==> config.mk <==
export PLATFORM = sky130hd
export DESIGN_NAME = alert_limit_regs
export DESIGN_NICKNAME = d
export VERILOG_FILES = /design/src/verilog/alert_reg_pkg.sv /design/src/verilog/alert_limit_regs.sv
export SDC_FILE = /design/constraint.sdc
export NUM_CORES = 1
export LEC_CHECK = 0
export BUFFER_PORTS_ARGS = -buffer_cell sky130_fd_sc_hd__buf_2
export CAP_MARGIN = 20
export CORE_ASPECT_RATIO = 2
export CORE_MARGIN = 1
export CORE_UTILIZATION = 28
export DETAILED_ROUTE_END_ITERATION = 8
export HOLD_SLACK_MARGIN = 0.02
export SLEW_MARGIN = 25
export SYNTH_ARGS = -nofsm -noshare
export SYNTH_HDL_FRONTEND = slang
export SYNTH_SLANG_ARGS = --single-unit
export TNS_END_PERCENT = 10
==> constraint.sdc <==
create_clock -name i_clk -period 4.4 [get_ports i_clk]
set_input_delay 0.44 -clock i_clk [delete_from_list [all_inputs] [get_ports i_clk]]
set_output_delay 0.44 -clock i_clk [all_outputs]
set_load 0.01 [all_outputs]
==> src/verilog/alert_reg_pkg.sv <==
// Purpose: Constants for the alert limit register bank
// Assumes: 16-bit registers, byte-wide register index from the serial engine
// Notes:   Temperatures and rates use 1/128 degC units when left-aligned to 16 bits
`default_nettype none
package alert_reg_pkg;
  // ==========================================================================
  // Register index map
  localparam logic [7:0] ADDR_LOWER = 8'h04;
  localparam logic [7:0] ADDR_UPPER = 8'h05;
  localparam logic [7:0] ADDR_BAND = 8'h06;
  localparam logic [7:0] ADDR_SLEW = 8'h07;
  localparam logic [7:0] ADDR_SN_HIGH = 8'h08;
  localparam logic [7:0] ADDR_SN_MID = 8'h09;
  // ==========================================================================
  // Field layout
  localparam int REG_W = 16;
  localparam int LIMIT_W = 14;
  localparam int LIMIT_LSB = 2;
  localparam int BAND_W = 8;
  localparam int UPPER_BAND_LSB = 8;
  localparam int LOWER_BAND_LSB = 0;
  localparam int SLEW_W = 13;
  localparam int SLEW_LSB = 2;
  localparam int SLEW_MSB = 14;
  localparam int SN_W = 48;
  localparam int SN_HIGH_LSB = 32;
  localparam int SN_MID_LSB = 16;
  // One band step of 0.5 degC is 64 counts of 1/128 degC
  localparam int BAND_SHIFT = 6;
  // Compare width keeps limit +/- band free of overflow
  localparam int CMP_W = 18;
  // ==========================================================================
  // Reset values
  localparam logic [15:0] UPPER_RST = 16'h2A80;
  localparam logic [15:0] LOWER_RST = 16'hF380;
  localparam logic [15:0] BAND_RST = 16'h0A0A;
  localparam logic [15:0] SLEW_RST = 16'h0500;
endpackage
`default_nettype wire

==> src/verilog/alert_limit_regs.sv <==
// Purpose: Alert limit, release band, rise-rate ceiling and serial number registers
// Assumes: Register strobes, temperature and rate come from logic on i_clk
// Notes:   Register reads answer one cycle after the read strobe
`timescale 1ns/1ps
`default_nettype none

// Behaviour
// - Upper limit is 14-bit two's complement in bits 15:2, 0.03125 degC steps
// - Upper-limit encoding spans plus or minus 256 degC
// - Upper limit resets to 85 degC, register value 2A80h
// - Both limits are ignored while upper limit is at or below lower limit
// - Bits 1:0 of upper-limit and ceiling registers always read zero
// - Each release band is unsigned 8-bit, 0.5 degC per step
// - Upper band in bits 15:8, lower band in 7:0, each resets to 5 degC
// - Upper release threshold equals upper limit minus upper band
// - Lower release threshold equals lower limit plus lower band
// - Rise-rate ceiling is unsigned 13-bit in bits 14:2, 0.03125 degC/s steps
// - Rise-rate ceiling resets to 10 degC/s, register value 0500h
// - Rate alert only when positive rate of change exceeds the ceiling
// - Bit 15 of the ceiling register always reads zero
// - Serial number bits 47:32 read from a read-only register, bit 47 on top
// - Serial number bits 31:16 read from the next read-only register
// - Lower limit uses the upper-limit encoding and resets to -25 degC
module alert_limit_regs (
  input wire logic i_clk,
  input wire logic i_rst_n,
  input wire logic i_ce,
  input wire logic i_wr_en,
  input wire logic i_rd_en,
  input wire logic [7:0] i_addr,
  input wire logic [15:0] i_wdata,
  input wire logic i_sample_valid,
  input wire logic signed [15:0] i_temp,
  input wire logic signed [15:0] i_rate,
  input wire logic [47:0] i_serial_number,
  output logic [15:0] o_rdata,
  output logic o_rvalid,
  output logic o_rhit,
  output logic o_upper_alert,
  output logic o_lower_alert,
  output logic o_rate_alert,
  output logic o_limits_active
);

  // ==========================================================================
  // State
  typedef struct packed {
    logic [alert_reg_pkg::LIMIT_W-1:0] upper;
    logic [alert_reg_pkg::LIMIT_W-1:0] lower;
    logic [alert_reg_pkg::BAND_W-1:0] upper_band;
    logic [alert_reg_pkg::BAND_W-1:0] lower_band;
    logic [alert_reg_pkg::SLEW_W-1:0] ceiling;
    logic [alert_reg_pkg::REG_W-1:0] rdata;
    logic rvalid;
    logic rhit;
    logic upper_alert;
    logic lower_alert;
    logic rate_alert;
    logic active;
  } state_t;

  state_t s_q;
  state_t s_d;

  // ==========================================================================
  // Thresholds in 1/128 degC, sign-extended so limit +/- band cannot wrap
  logic [15:0] upper_reg;
  logic [15:0] lower_reg;
  logic [15:0] ceiling_reg;
  logic signed [17:0] temp_w;
  logic signed [17:0] upper_w;
  logic signed [17:0] lower_w;
  logic signed [17:0] upper_band_w;
  logic signed [17:0] lower_band_w;
  logic signed [17:0] upper_release;
  logic signed [17:0] lower_release;
  logic limits_valid;
  logic rate_over;

  // Reserved bits are built as zero, so every read of them returns zero
  assign upper_reg = {s_q.upper, {alert_reg_pkg::LIMIT_LSB{1'b0}}};
  assign lower_reg = {s_q.lower, {alert_reg_pkg::LIMIT_LSB{1'b0}}};
  assign ceiling_reg = {1'b0, s_q.ceiling, {alert_reg_pkg::SLEW_LSB{1'b0}}};

  // Left-aligned limit has the same 1/128 degC scale as the reading
  assign temp_w = alert_reg_pkg::CMP_W'(i_temp);
  assign upper_w = alert_reg_pkg::CMP_W'(signed'(upper_reg));
  assign lower_w = alert_reg_pkg::CMP_W'(signed'(lower_reg));
  assign upper_band_w = signed'(alert_reg_pkg::CMP_W'(
    {s_q.upper_band, {alert_reg_pkg::BAND_SHIFT{1'b0}}}));
  assign lower_band_w = signed'(alert_reg_pkg::CMP_W'(
    {s_q.lower_band, {alert_reg_pkg::BAND_SHIFT{1'b0}}}));
  assign upper_release = upper_w - upper_band_w;
  assign lower_release = lower_w + lower_band_w;
  assign limits_valid = upper_w > lower_w;
  // Ceiling is never negative, so exceeding it implies a rising temperature
  assign rate_over = (i_rate > signed'(ceiling_reg)) && (i_rate > 16'sh0000);

  // ==========================================================================
  // Next state
  always_comb begin
    s_d = s_q;
    s_d.rvalid = 1'b0;
    // Writes to read-only or unmapped indices are dropped silently
    if (i_wr_en) begin
      unique case (i_addr)
        alert_reg_pkg::ADDR_LOWER: begin
          s_d.lower = i_wdata[alert_reg_pkg::REG_W-1:alert_reg_pkg::LIMIT_LSB];
        end
        alert_reg_pkg::ADDR_UPPER: begin
          s_d.upper = i_wdata[alert_reg_pkg::REG_W-1:alert_reg_pkg::LIMIT_LSB];
        end
        alert_reg_pkg::ADDR_BAND: begin
          s_d.upper_band = i_wdata[alert_reg_pkg::UPPER_BAND_LSB +: alert_reg_pkg::BAND_W];
          s_d.lower_band = i_wdata[alert_reg_pkg::LOWER_BAND_LSB +: alert_reg_pkg::BAND_W];
        end
        alert_reg_pkg::ADDR_SLEW: begin
          s_d.ceiling = i_wdata[alert_reg_pkg::SLEW_MSB:alert_reg_pkg::SLEW_LSB];
        end
        default: begin
        end
      endcase
    end
    // Read returns the value held before a same-cycle write
    if (i_rd_en) begin
      s_d.rvalid = 1'b1;
      s_d.rhit = 1'b1;
      unique case (i_addr)
        alert_reg_pkg::ADDR_LOWER: s_d.rdata = lower_reg;
        alert_reg_pkg::ADDR_UPPER: s_d.rdata = upper_reg;
        alert_reg_pkg::ADDR_BAND: s_d.rdata = {s_q.upper_band, s_q.lower_band};
        alert_reg_pkg::ADDR_SLEW: s_d.rdata = ceiling_reg;
        alert_reg_pkg::ADDR_SN_HIGH: begin
          s_d.rdata = i_serial_number[alert_reg_pkg::SN_HIGH_LSB +: alert_reg_pkg::REG_W];
        end
        alert_reg_pkg::ADDR_SN_MID: begin
          s_d.rdata = i_serial_number[alert_reg_pkg::SN_MID_LSB +: alert_reg_pkg::REG_W];
        end
        default: begin
          s_d.rdata = '0;
          s_d.rhit = 1'b0;
        end
      endcase
    end
    s_d.active = limits_valid;
    // Bad limit pair clears both alerts at once, not at the next sample
    if (!limits_valid) begin
      s_d.upper_alert = 1'b0;
      s_d.lower_alert = 1'b0;
    end else if (i_sample_valid) begin
      if (temp_w >= upper_w) begin
        s_d.upper_alert = 1'b1;
      end else if (temp_w < upper_release) begin
        s_d.upper_alert = 1'b0;
      end
      if (temp_w <= lower_w) begin
        s_d.lower_alert = 1'b1;
      end else if (temp_w > lower_release) begin
        s_d.lower_alert = 1'b0;
      end
    end
    // Rate alert follows each new rate sample
    if (i_sample_valid) begin
      s_d.rate_alert = rate_over;
    end
  end

  // ==========================================================================
  // Registers
  always_ff @(posedge i_clk) begin
    if (!i_rst_n) begin
      s_q.upper <= alert_reg_pkg::UPPER_RST[alert_reg_pkg::REG_W-1:alert_reg_pkg::LIMIT_LSB];
      s_q.lower <= alert_reg_pkg::LOWER_RST[alert_reg_pkg::REG_W-1:alert_reg_pkg::LIMIT_LSB];
      s_q.upper_band <= alert_reg_pkg::BAND_RST[alert_reg_pkg::UPPER_BAND_LSB +: alert_reg_pkg::BAND_W];
      s_q.lower_band <= alert_reg_pkg::BAND_RST[alert_reg_pkg::LOWER_BAND_LSB +: alert_reg_pkg::BAND_W];
      s_q.ceiling <= alert_reg_pkg::SLEW_RST[alert_reg_pkg::SLEW_MSB:alert_reg_pkg::SLEW_LSB];
      s_q.rdata <= '0;
      s_q.rvalid <= 1'b0;
      s_q.rhit <= 1'b0;
      s_q.upper_alert <= 1'b0;
      s_q.lower_alert <= 1'b0;
      s_q.rate_alert <= 1'b0;
      s_q.active <= 1'b1;
    end else if (i_ce) begin
      s_q <= s_d;
    end
  end

  assign o_rdata = s_q.rdata;
  assign o_rvalid = s_q.rvalid;
  assign o_rhit = s_q.rhit;
  assign o_upper_alert = s_q.upper_alert;
  assign o_lower_alert = s_q.lower_alert;
  assign o_rate_alert = s_q.rate_alert;
  assign o_limits_active = s_q.active;
endmodule
`default_nettype wire

Word-level counts from Yosys, hierarchy flattened:

Index checks and enable logic that the tools add are counted.

* flip-flop bits (word level): 79
* latch bits: 0
* bits in writable memories: 0
* ROM bits: 0
* input port bits: 110
* output and inout bits: 22
* logic and storage cells: 49
* memories kept: 0

* add/sub/neg operators: 2
* multipliers: 0
* divide/modulo/power cells: 0
* $lt $le $gt $ge: 7
* equality and inequality tests: 9
* shift operators: 0
* muxes and demuxes: 9
* bitwise logic cells: 0
* reduce and logical (&&, ||, !) cells: 10

Operators by type and width (count)
* $pmux W16 S6: 1
* $eq A8 B3 Y1 const B: 4
* $gt A16 B16 Y1: 2
* $reduce_and A3 Y1: 6
* $add A16 B15 Y17: 1
* $gt A16 B17 Y1: 1
* $lt A16 B17 Y1: 1
* $sub A16 B15 Y17: 1
* $eq A8 B4 Y1 const B: 2
* $ge A16 B16 Y1: 1
* $gt A16 B1 Y1 const B: 1
* $le A16 B16 Y1: 1
* $mux W2: 3
* $ne A3 B1 Y1 const B: 2
* $reduce_or A6 Y1: 1
* $mux W1: 5
* $reduce_and A2 Y1: 2
* $ne A2 B2 Y1 const B: 1
* $logic_and A1 B1 Y1: 1

Logic depth before layout (Yosys ltp):

Gate-level depths: netlist of the first run.

* depth in word-level cells: 6
* gate-level depth with buffers: 17
* depth with buffers taken out: 17

Least setup slack after synthesis of the first run:

Ideal clock, no wire load.

* kind: register to register
* start point: register s_q[69] in the netlist's numbering
* end point: register s_q, in the netlist o_upper_alert
* setup time: 0.131 ns
* data arrival time: 2.962 ns
* required time: 4.269 ns
* setup slack: 1.307 ns
* cell stages (with the launch flop): 18
* path buffers: 0
* period minus slack after synthesis: 3.093 ns
* path through: dfxtp_1 > inv_1 > ha_1 > inv_1 > fa_1 > a21o_1 > a21oi_1 > o21bai_1 > a21oi_1 > o21ai_0 > o21a_1 > ha_1 > nand2_1 > nor2_1 > nand2_1 > o31ai_1 > mux2i_1 > a221oi_1

* cells in the longest elaborated chain, start to end: 4
* elaborated cells on any way between the ends: 10
* those cells by class: add/sub: 1; order compare: 3; eq/ne: 2; mux: 3; reduce/logical: 1

Ends and longest elaborated chain
* from (decl): line alert_limit_regs.sv:62 `state_t s_q;`
* $sub A16 B15 Y17 or $ge A16 B16 Y1 (tied branches): line alert_limit_regs.sv:93, alert_limit_regs.sv:151
* $lt A16 B17 Y1 or $mux W1 (tied branches): line alert_limit_regs.sv:153, alert_limit_regs.sv:151
* $ne A3 B1 Y1 (no source line) or $mux W2 (tied branches)
* $reduce_and A3 Y1 (no source line) or $mux W2 (tied branches)

Parallel ways exist; a longest one is shown, timed or not. The select of a mux whose other input is x is not followed.
A chain may end at the register's enable or synchronous reset.

Worst setup path after layout of the first run:

Ends and elaborated chain as after synthesis.

==> results of run 1 <==
-- area by class of cell --
| class | instances | area, sq um | share of cell area [%] |
|---|---|---|---|
| timing repair buffer | 122 | 628 | 8.36 |
| multi-input combinational | 552 | 4390 | 58.4 |
| clock inverter | 4 | 76.3 | 1.02 |
| inverter | 62 | 233 | 3.10 |
| tap | 280 | 350 | 4.66 |
| sequential | 79 | 1580 | 21.1 |
| clock buffer | 12 | 256 | 3.41 |
-- cells by family (layout without fill, tap and decap cells) --
logic type	Yosys count	in the layout	share of synthesized area, %
AND/OR/NAND/NOR	201	201	16.9
flip-flops	79	79	24.5
XOR/XNOR	15	15	2.03
multiplexers	78	78	13.1
AO/OA/AOI/OAI	163	163	17.0
buffers and inverters	108	200	7.86
adder cells (fa/ha/maj)	95	95	18.6
-- critical path: stages (launching register included) --
cell and delay [ns]:
dfxtp_1 0.34, inv_1 0.10, ha_1 0.20, inv_1 0.06, fa_1 0.41, a21o_1 0.19
a21oi_1 0.22, o21bai_1 0.09, a21oi_1 0.20, o21ai_0 0.18, o21a_1 0.21, ha_1 0.30
nand2_1 0.07, nor2_1 0.14, nand2_1 0.07, o31ai_1 0.24, mux2i_1 0.28, a221oi_1 0.10
-- routing by layer --
layer	vias to the layer above	GRT usage, %
met5	-	0
met3	64	2.70
met4	4	13.0
met1	2776	17.3
met2	170	34.2
li1	2825	-
-- cell usage in the layout (no fill, tap or decap), drive strengths merged, types with 6 or more instances in the layout --
master,synthesis,final
a21oi,34,34
mux2i,69,69
dfxtp,79,79
a21o,18,18
a31oi,6,6
nand3,10,10
a22oi,11,11
nand4,12,12
o31ai,6,6
buf,32,122
nor3,15,15
o22ai,8,8
nor2,25,25
a211oi,7,7
inv,62,63
ha,93,93
nand2,51,51
o21ai,21,21
o211ai,18,18
clkbuf,14,12
nor2b,52,52
o21a,8,8
xnor2,11,11
nor3b,7,7
-- final timing paths --
path / to
worst min-delay path: lower_band_w[7]$_SDFFE_PN1P_
worst max register to register: o_upper_alert$_SDFFE_PN0P_
worst max-delay path: o_upper_alert$_SDFFE_PN0P_
worst min register to register: o_rdata[15]$_SDFFE_PN0P_
-- through the flow --
| step | util, % | worst slack [ns] | hold WS, ns | area, sq um |
|---|---|---|---|---|
| after floorplan | - | 1.31 | 0.441 | 6460 |
| after global placement | 31.7 | 0.828 | 0.456 | 7180 |
| after detailed placement | 31.7 | 0.790 | 0.461 | 7180 |
| after CTS | 33.2 | 0.775 | 0.360 | 7510 |
| after global routing | 33.2 | 0.557 | 0.383 | 7510 |
| final | 33.2 | 0.855 | 0.366 | 7510 |
-- power by group --
part | internal (mW) | total [mW] | switching [mW]
Sequential | 0.723 | 0.727 | 0.00431
Clock | 0.531 | 0.850 | 0.320
Combinational | 0.105 | 0.240 | 0.135
==> impl_metrics.ini, run 1 <==
[status]
status = finished clean

[clocking]
ctsResizeCount = 0
root_buffer = clkbuf_16
cts_htree_levels = 3
cts_setup_buffers = 0
ctsHoldBuffers = 0
clk_latency_ns = 0.35
numClockSinks = 79
clk_transition_reported_paths_ns = 0.07
cts_tree = done
cts_buffers = 9
clk_path_buf_depth = 2

[synthesis]
async_flop_share_pct = 0
yosysTopAreaCell = dfxtp_1
synth_top_area_share_pct = 24.5
yosysWarnings = 0
synth_seq_cells = 79
ys_top_cells_by_count = 93 x ha_1, 79 x dfxtp_1, 69 x mux2i_1
avgSynthCellArea_sq_um = 8.74
synth_edf_count = 0
synth_cell_types = 60
synth_seq_area_share_pct = 24.5
synthTopCellsByArea = dfxtp_1 24%, ha_1 18%, mux2i_1 11%
ys.flop_type = dfxtp_1
syn_nets = 944
syn_inst = 739
yosysMostFrequentCell = ha_1
netlist_area_sq_mm = 0.00646

[sta]
timing.final.crit_share_pct = 80.6
finalSetupTns_ns = 0
finalSetupViolations = 0
relSlewSlack_pct = 30.9
grt_setup_unrepaired = no
fmax_ghz = 0.282
clock_skew_ns = 0.0150
maxSlewViolCount = 0
finalHoldViolations = 0
finalCriticalPeriod_ns = 3.54
tightest_slew_ns = 1.04

[critical_path]
start_kind = flop
cp.arrival_ns = 3.77
reg2regPathDepth = 17
startpoint = s_q[69]$_SDFFE_PN0P_
endpoint_kind = flop
crit_type = reg -> reg
r2r_start = s_q[69]$_SDFFE_PN0P_
crit_fanout = 4
required_ns = 4.63
regToRegSetupSlack_ns = 0.86

[drt]
routed_wl_mm = 21.0
antenna_left = 0
met2WireLength_mm = 11.3
wl_met3_um = 917
first_pass_iters = 4
vias = 5839
drc = 0
vias_per_cell = 5.26
wl_met1_mm = 7.29
top_layer_used = met5
drt-wirelength-per-cell_um = 18.9
drt_iter0_markers = 261

[floorplan]
num_rows = 78
initial_core_util_pct = 28.5
die_x_um = 109
die_area_sq_mm = 0.0237
chipHeight_um = 217
core-area_sq_mm = 0.0226
io-pin-count = 132

[power_and_ir_drop]
pwr_density_cell_mw_per_mm2 = 242
total_power_mw = 1.82
leakagePower_nw = 3.44
ir_drop_mv = 0.183

[hold_path]
hp-class = in -> reg
hold_depth = 3
worstHoldStart = i_wdata[1]

[grt]
grt_usage_pct = 18.2
antenna_found_initial = 2
grt_pass1_wl_mm = 31.9
grt_pass1_vias = 5908
grt_max_degree = 83
grt_overflow_total = 0

[place]
dp.cells = 1095
io_buffer_count = 115
gp_congestion = 0.868
hpwl_mm = 17.4

[final_layout]
final_cells = 1111
largest_reg_flops = 22
drive_gt1_share_pct = 18.7
fin_nets = 1031
fillCellCount = 2387
diodes = 0
syn2layout_area_growth_pct = 16.2

[run]
maxCapViolations = 0
Note: power is estimated with default switching activity, not from simulation.
==> run 2, diff against run 1 <==
==> constraint.sdc (replaced) <==
create_clock -name i_clk -period 3.5 [get_ports i_clk]
set_input_delay 0.35 -clock i_clk [delete_from_list [all_inputs] [get_ports i_clk]]
set_output_delay 0.35 -clock i_clk [all_outputs]
set_load 0.01 [all_outputs]
==> impl_metrics.ini, run 2 (synthesis results as in run 1) <==
[status]
status = finished clean

[sta]
timing.final.crit_share_pct = 95.1
finalCriticalPeriod_ns = 3.33
maxSlewViolCount = 0
fmax_ghz = 0.300
worst_hold_slack_ns = 0.241
relSlewSlack_pct = 30.4
finalSetupTns_ns = 0
finalHoldViolations = 0
finalSetupViolations = 0
clock_skew_ns = 0.0107
grt_setup_unrepaired = no
tightest_slew_ns = 1.04

[grt]
grt_max_degree = 83
antenna_found_initial = 0
gr-usage-met3_pct = 3.59
met2_usage_pct = 35.2
grt_pass1_wl_mm = 32.2
grt_busiest_layer = met2
grt_overflow_total = 0
grt_pass1_vias = 5948
grt_use_met1_pct = 16.7
grt_usage_pct = 18.5

[power_and_ir_drop]
p_sw_share_pct = 26.6
leakagePower_nw = 3.46
p_int_mw = 1.61
power_switching_mw = 0.583
combPwrFrac_pct = 13.9
p_seq_share_pct = 41.6
pwr_density_cell_mw_per_mm2 = 291
clkPwrFrac_pct = 44.4
total_power_mw = 2.20
ir_drop_mv = 0.284

[hold_path]
hp-class = in -> reg

[drt]
drt_iter0_markers = 169
first_pass_iters = 6
routed_wl_mm = 21.2
drt-wirelength-per-cell_um = 18.9
drc = 0
antenna_left = 0
vias_per_cell = 5.12
vias = 5737

[place]
gp_congestion = 0.895
dpl_cell_area_sq_mm = 0.00724
hpwl_mm = 17.6
io_buffer_count = 115

[critical_path]
cp.arrival_ns = 3.60
crit_type = reg -> reg
endpoint_kind = flop
crit_fanout = 2
start_kind = flop
required_ns = 3.77

[final_layout]
syn2layout_area_growth_pct = 17.0
final_common_cell = buf_2
stdcell_area_sq_mm = 0.00756
fin_nets = 1039
drive_gt1_share_pct = 19.9
largest_reg_flops = 22
final_cell_mix = 115 x buf_2, 93 x ha_1, 79 x dfxtp_1, 69 x mux2i_1, 62 x inv_1

[clocking]
numClockSinks = 79
cts_htree_levels = 3
clk_path_buf_depth = 2
clk_transition_reported_paths_ns = 0.07
cts_buffers = 9
cts_setup_buffers = 0
ctsResizeCount = 1
ctsHoldBuffers = 0
cts_tree = done
root_buffer = clkbuf_16
clk_latency_ns = 0.36

[run]
maxCapViolations = 0

[floorplan]
die_x_um = 109
die_area_sq_mm = 0.0237
chipHeight_um = 217
num_rows = 78
initial_core_util_pct = 28.5
core-area_sq_mm = 0.0226
io-pin-count = 132
-- run 2: cell count changes in the layout (fill, tap and decap cells not counted), sizes merged --
cell / delta
inv: -1
clkinvlp: +2
bufinv: -1
buf: +8
clkbuf: -1
diode: +1
clkinv: +1
-- run 2: path summary, 6_finish.rpt --
path | slack [ns] | startpoint | endpoint | depth (start not counted)
max reg2reg | 0.17 | s_q[69]$_SDFFE_PN0P_ | o_upper_alert$_SDFFE_PN0P_ | 17
min | 0.24 | i_wdata[1] | lower_band_w[7]$_SDFFE_PN1P_ | 3
min reg2reg | 0.46 | o_rdata[15]$_SDFFE_PN0P_ | o_rdata[15]$_SDFFE_PN0P_ | 2
max | 0.17 | s_q[69]$_SDFFE_PN0P_ | o_upper_alert$_SDFFE_PN0P_ | 17
-- run 2: worst max-delay path, stage by stage, from the launching register on --
cell and delay [ns]:
dfxtp_1 0.31, inv_1 0.12, ha_1 0.18, inv_1 0.05
fa_1 0.41, a21o_1 0.20, a21oi_2 0.18, o21bai_1 0.09
a21oi_2 0.18, o21ai_1 0.12, xnor2_1 0.14, ha_1 0.29
a21oi_1 0.15, nor2_1 0.05, a211oi_1 0.26, o31ai_2 0.12
mux2i_1 0.15, a221oi_1 0.23
-- run 2: metrics by stage --
stage	utilization [%]	std cells	worst slack [ns]
3_5_place_dp	32.0	1103	0.00925
4_1_cts	33.3	1119	0.0272
6_report	33.4	1120	0.172
2_1_floorplan	-	739	0.407
5_1_grt	33.4	1119	0.0171
3_3_place_gp	32.0	1103	0.0681
-- run 2: layout make-up --
cell class,instances,area (sq um)
tap,280,350
inverter,62,233
clock inverter,5,57.6
clock buffer,11,243
antenna,1,2.50
timing repair buffer,130,688
sequential,79,1580
multi-input combinational,552,4400
fill,2417,15100
-- run 2: routing by layer --
layer  vias up  part of all wire, %
li1       2837                    -
met1      2678                   35
met2       157                   54
met3        65                  4.4
met4         0                  6.8
met5         -                    0
-- run 2: power by group through the flow --
stage / Sequential [mW] / Clock [mW] / Combinational, mW
after detailed placement: 0.935 / 0 / 0.308
after CTS: 0.915 / 0.998 / 0.309
after floorplan: 0.935 / 0 / 0.168
final: 0.915 / 0.976 / 0.306
after global placement: 0.935 / 0 / 0.304
after global routing: 0.915 / 1.02 / 0.340
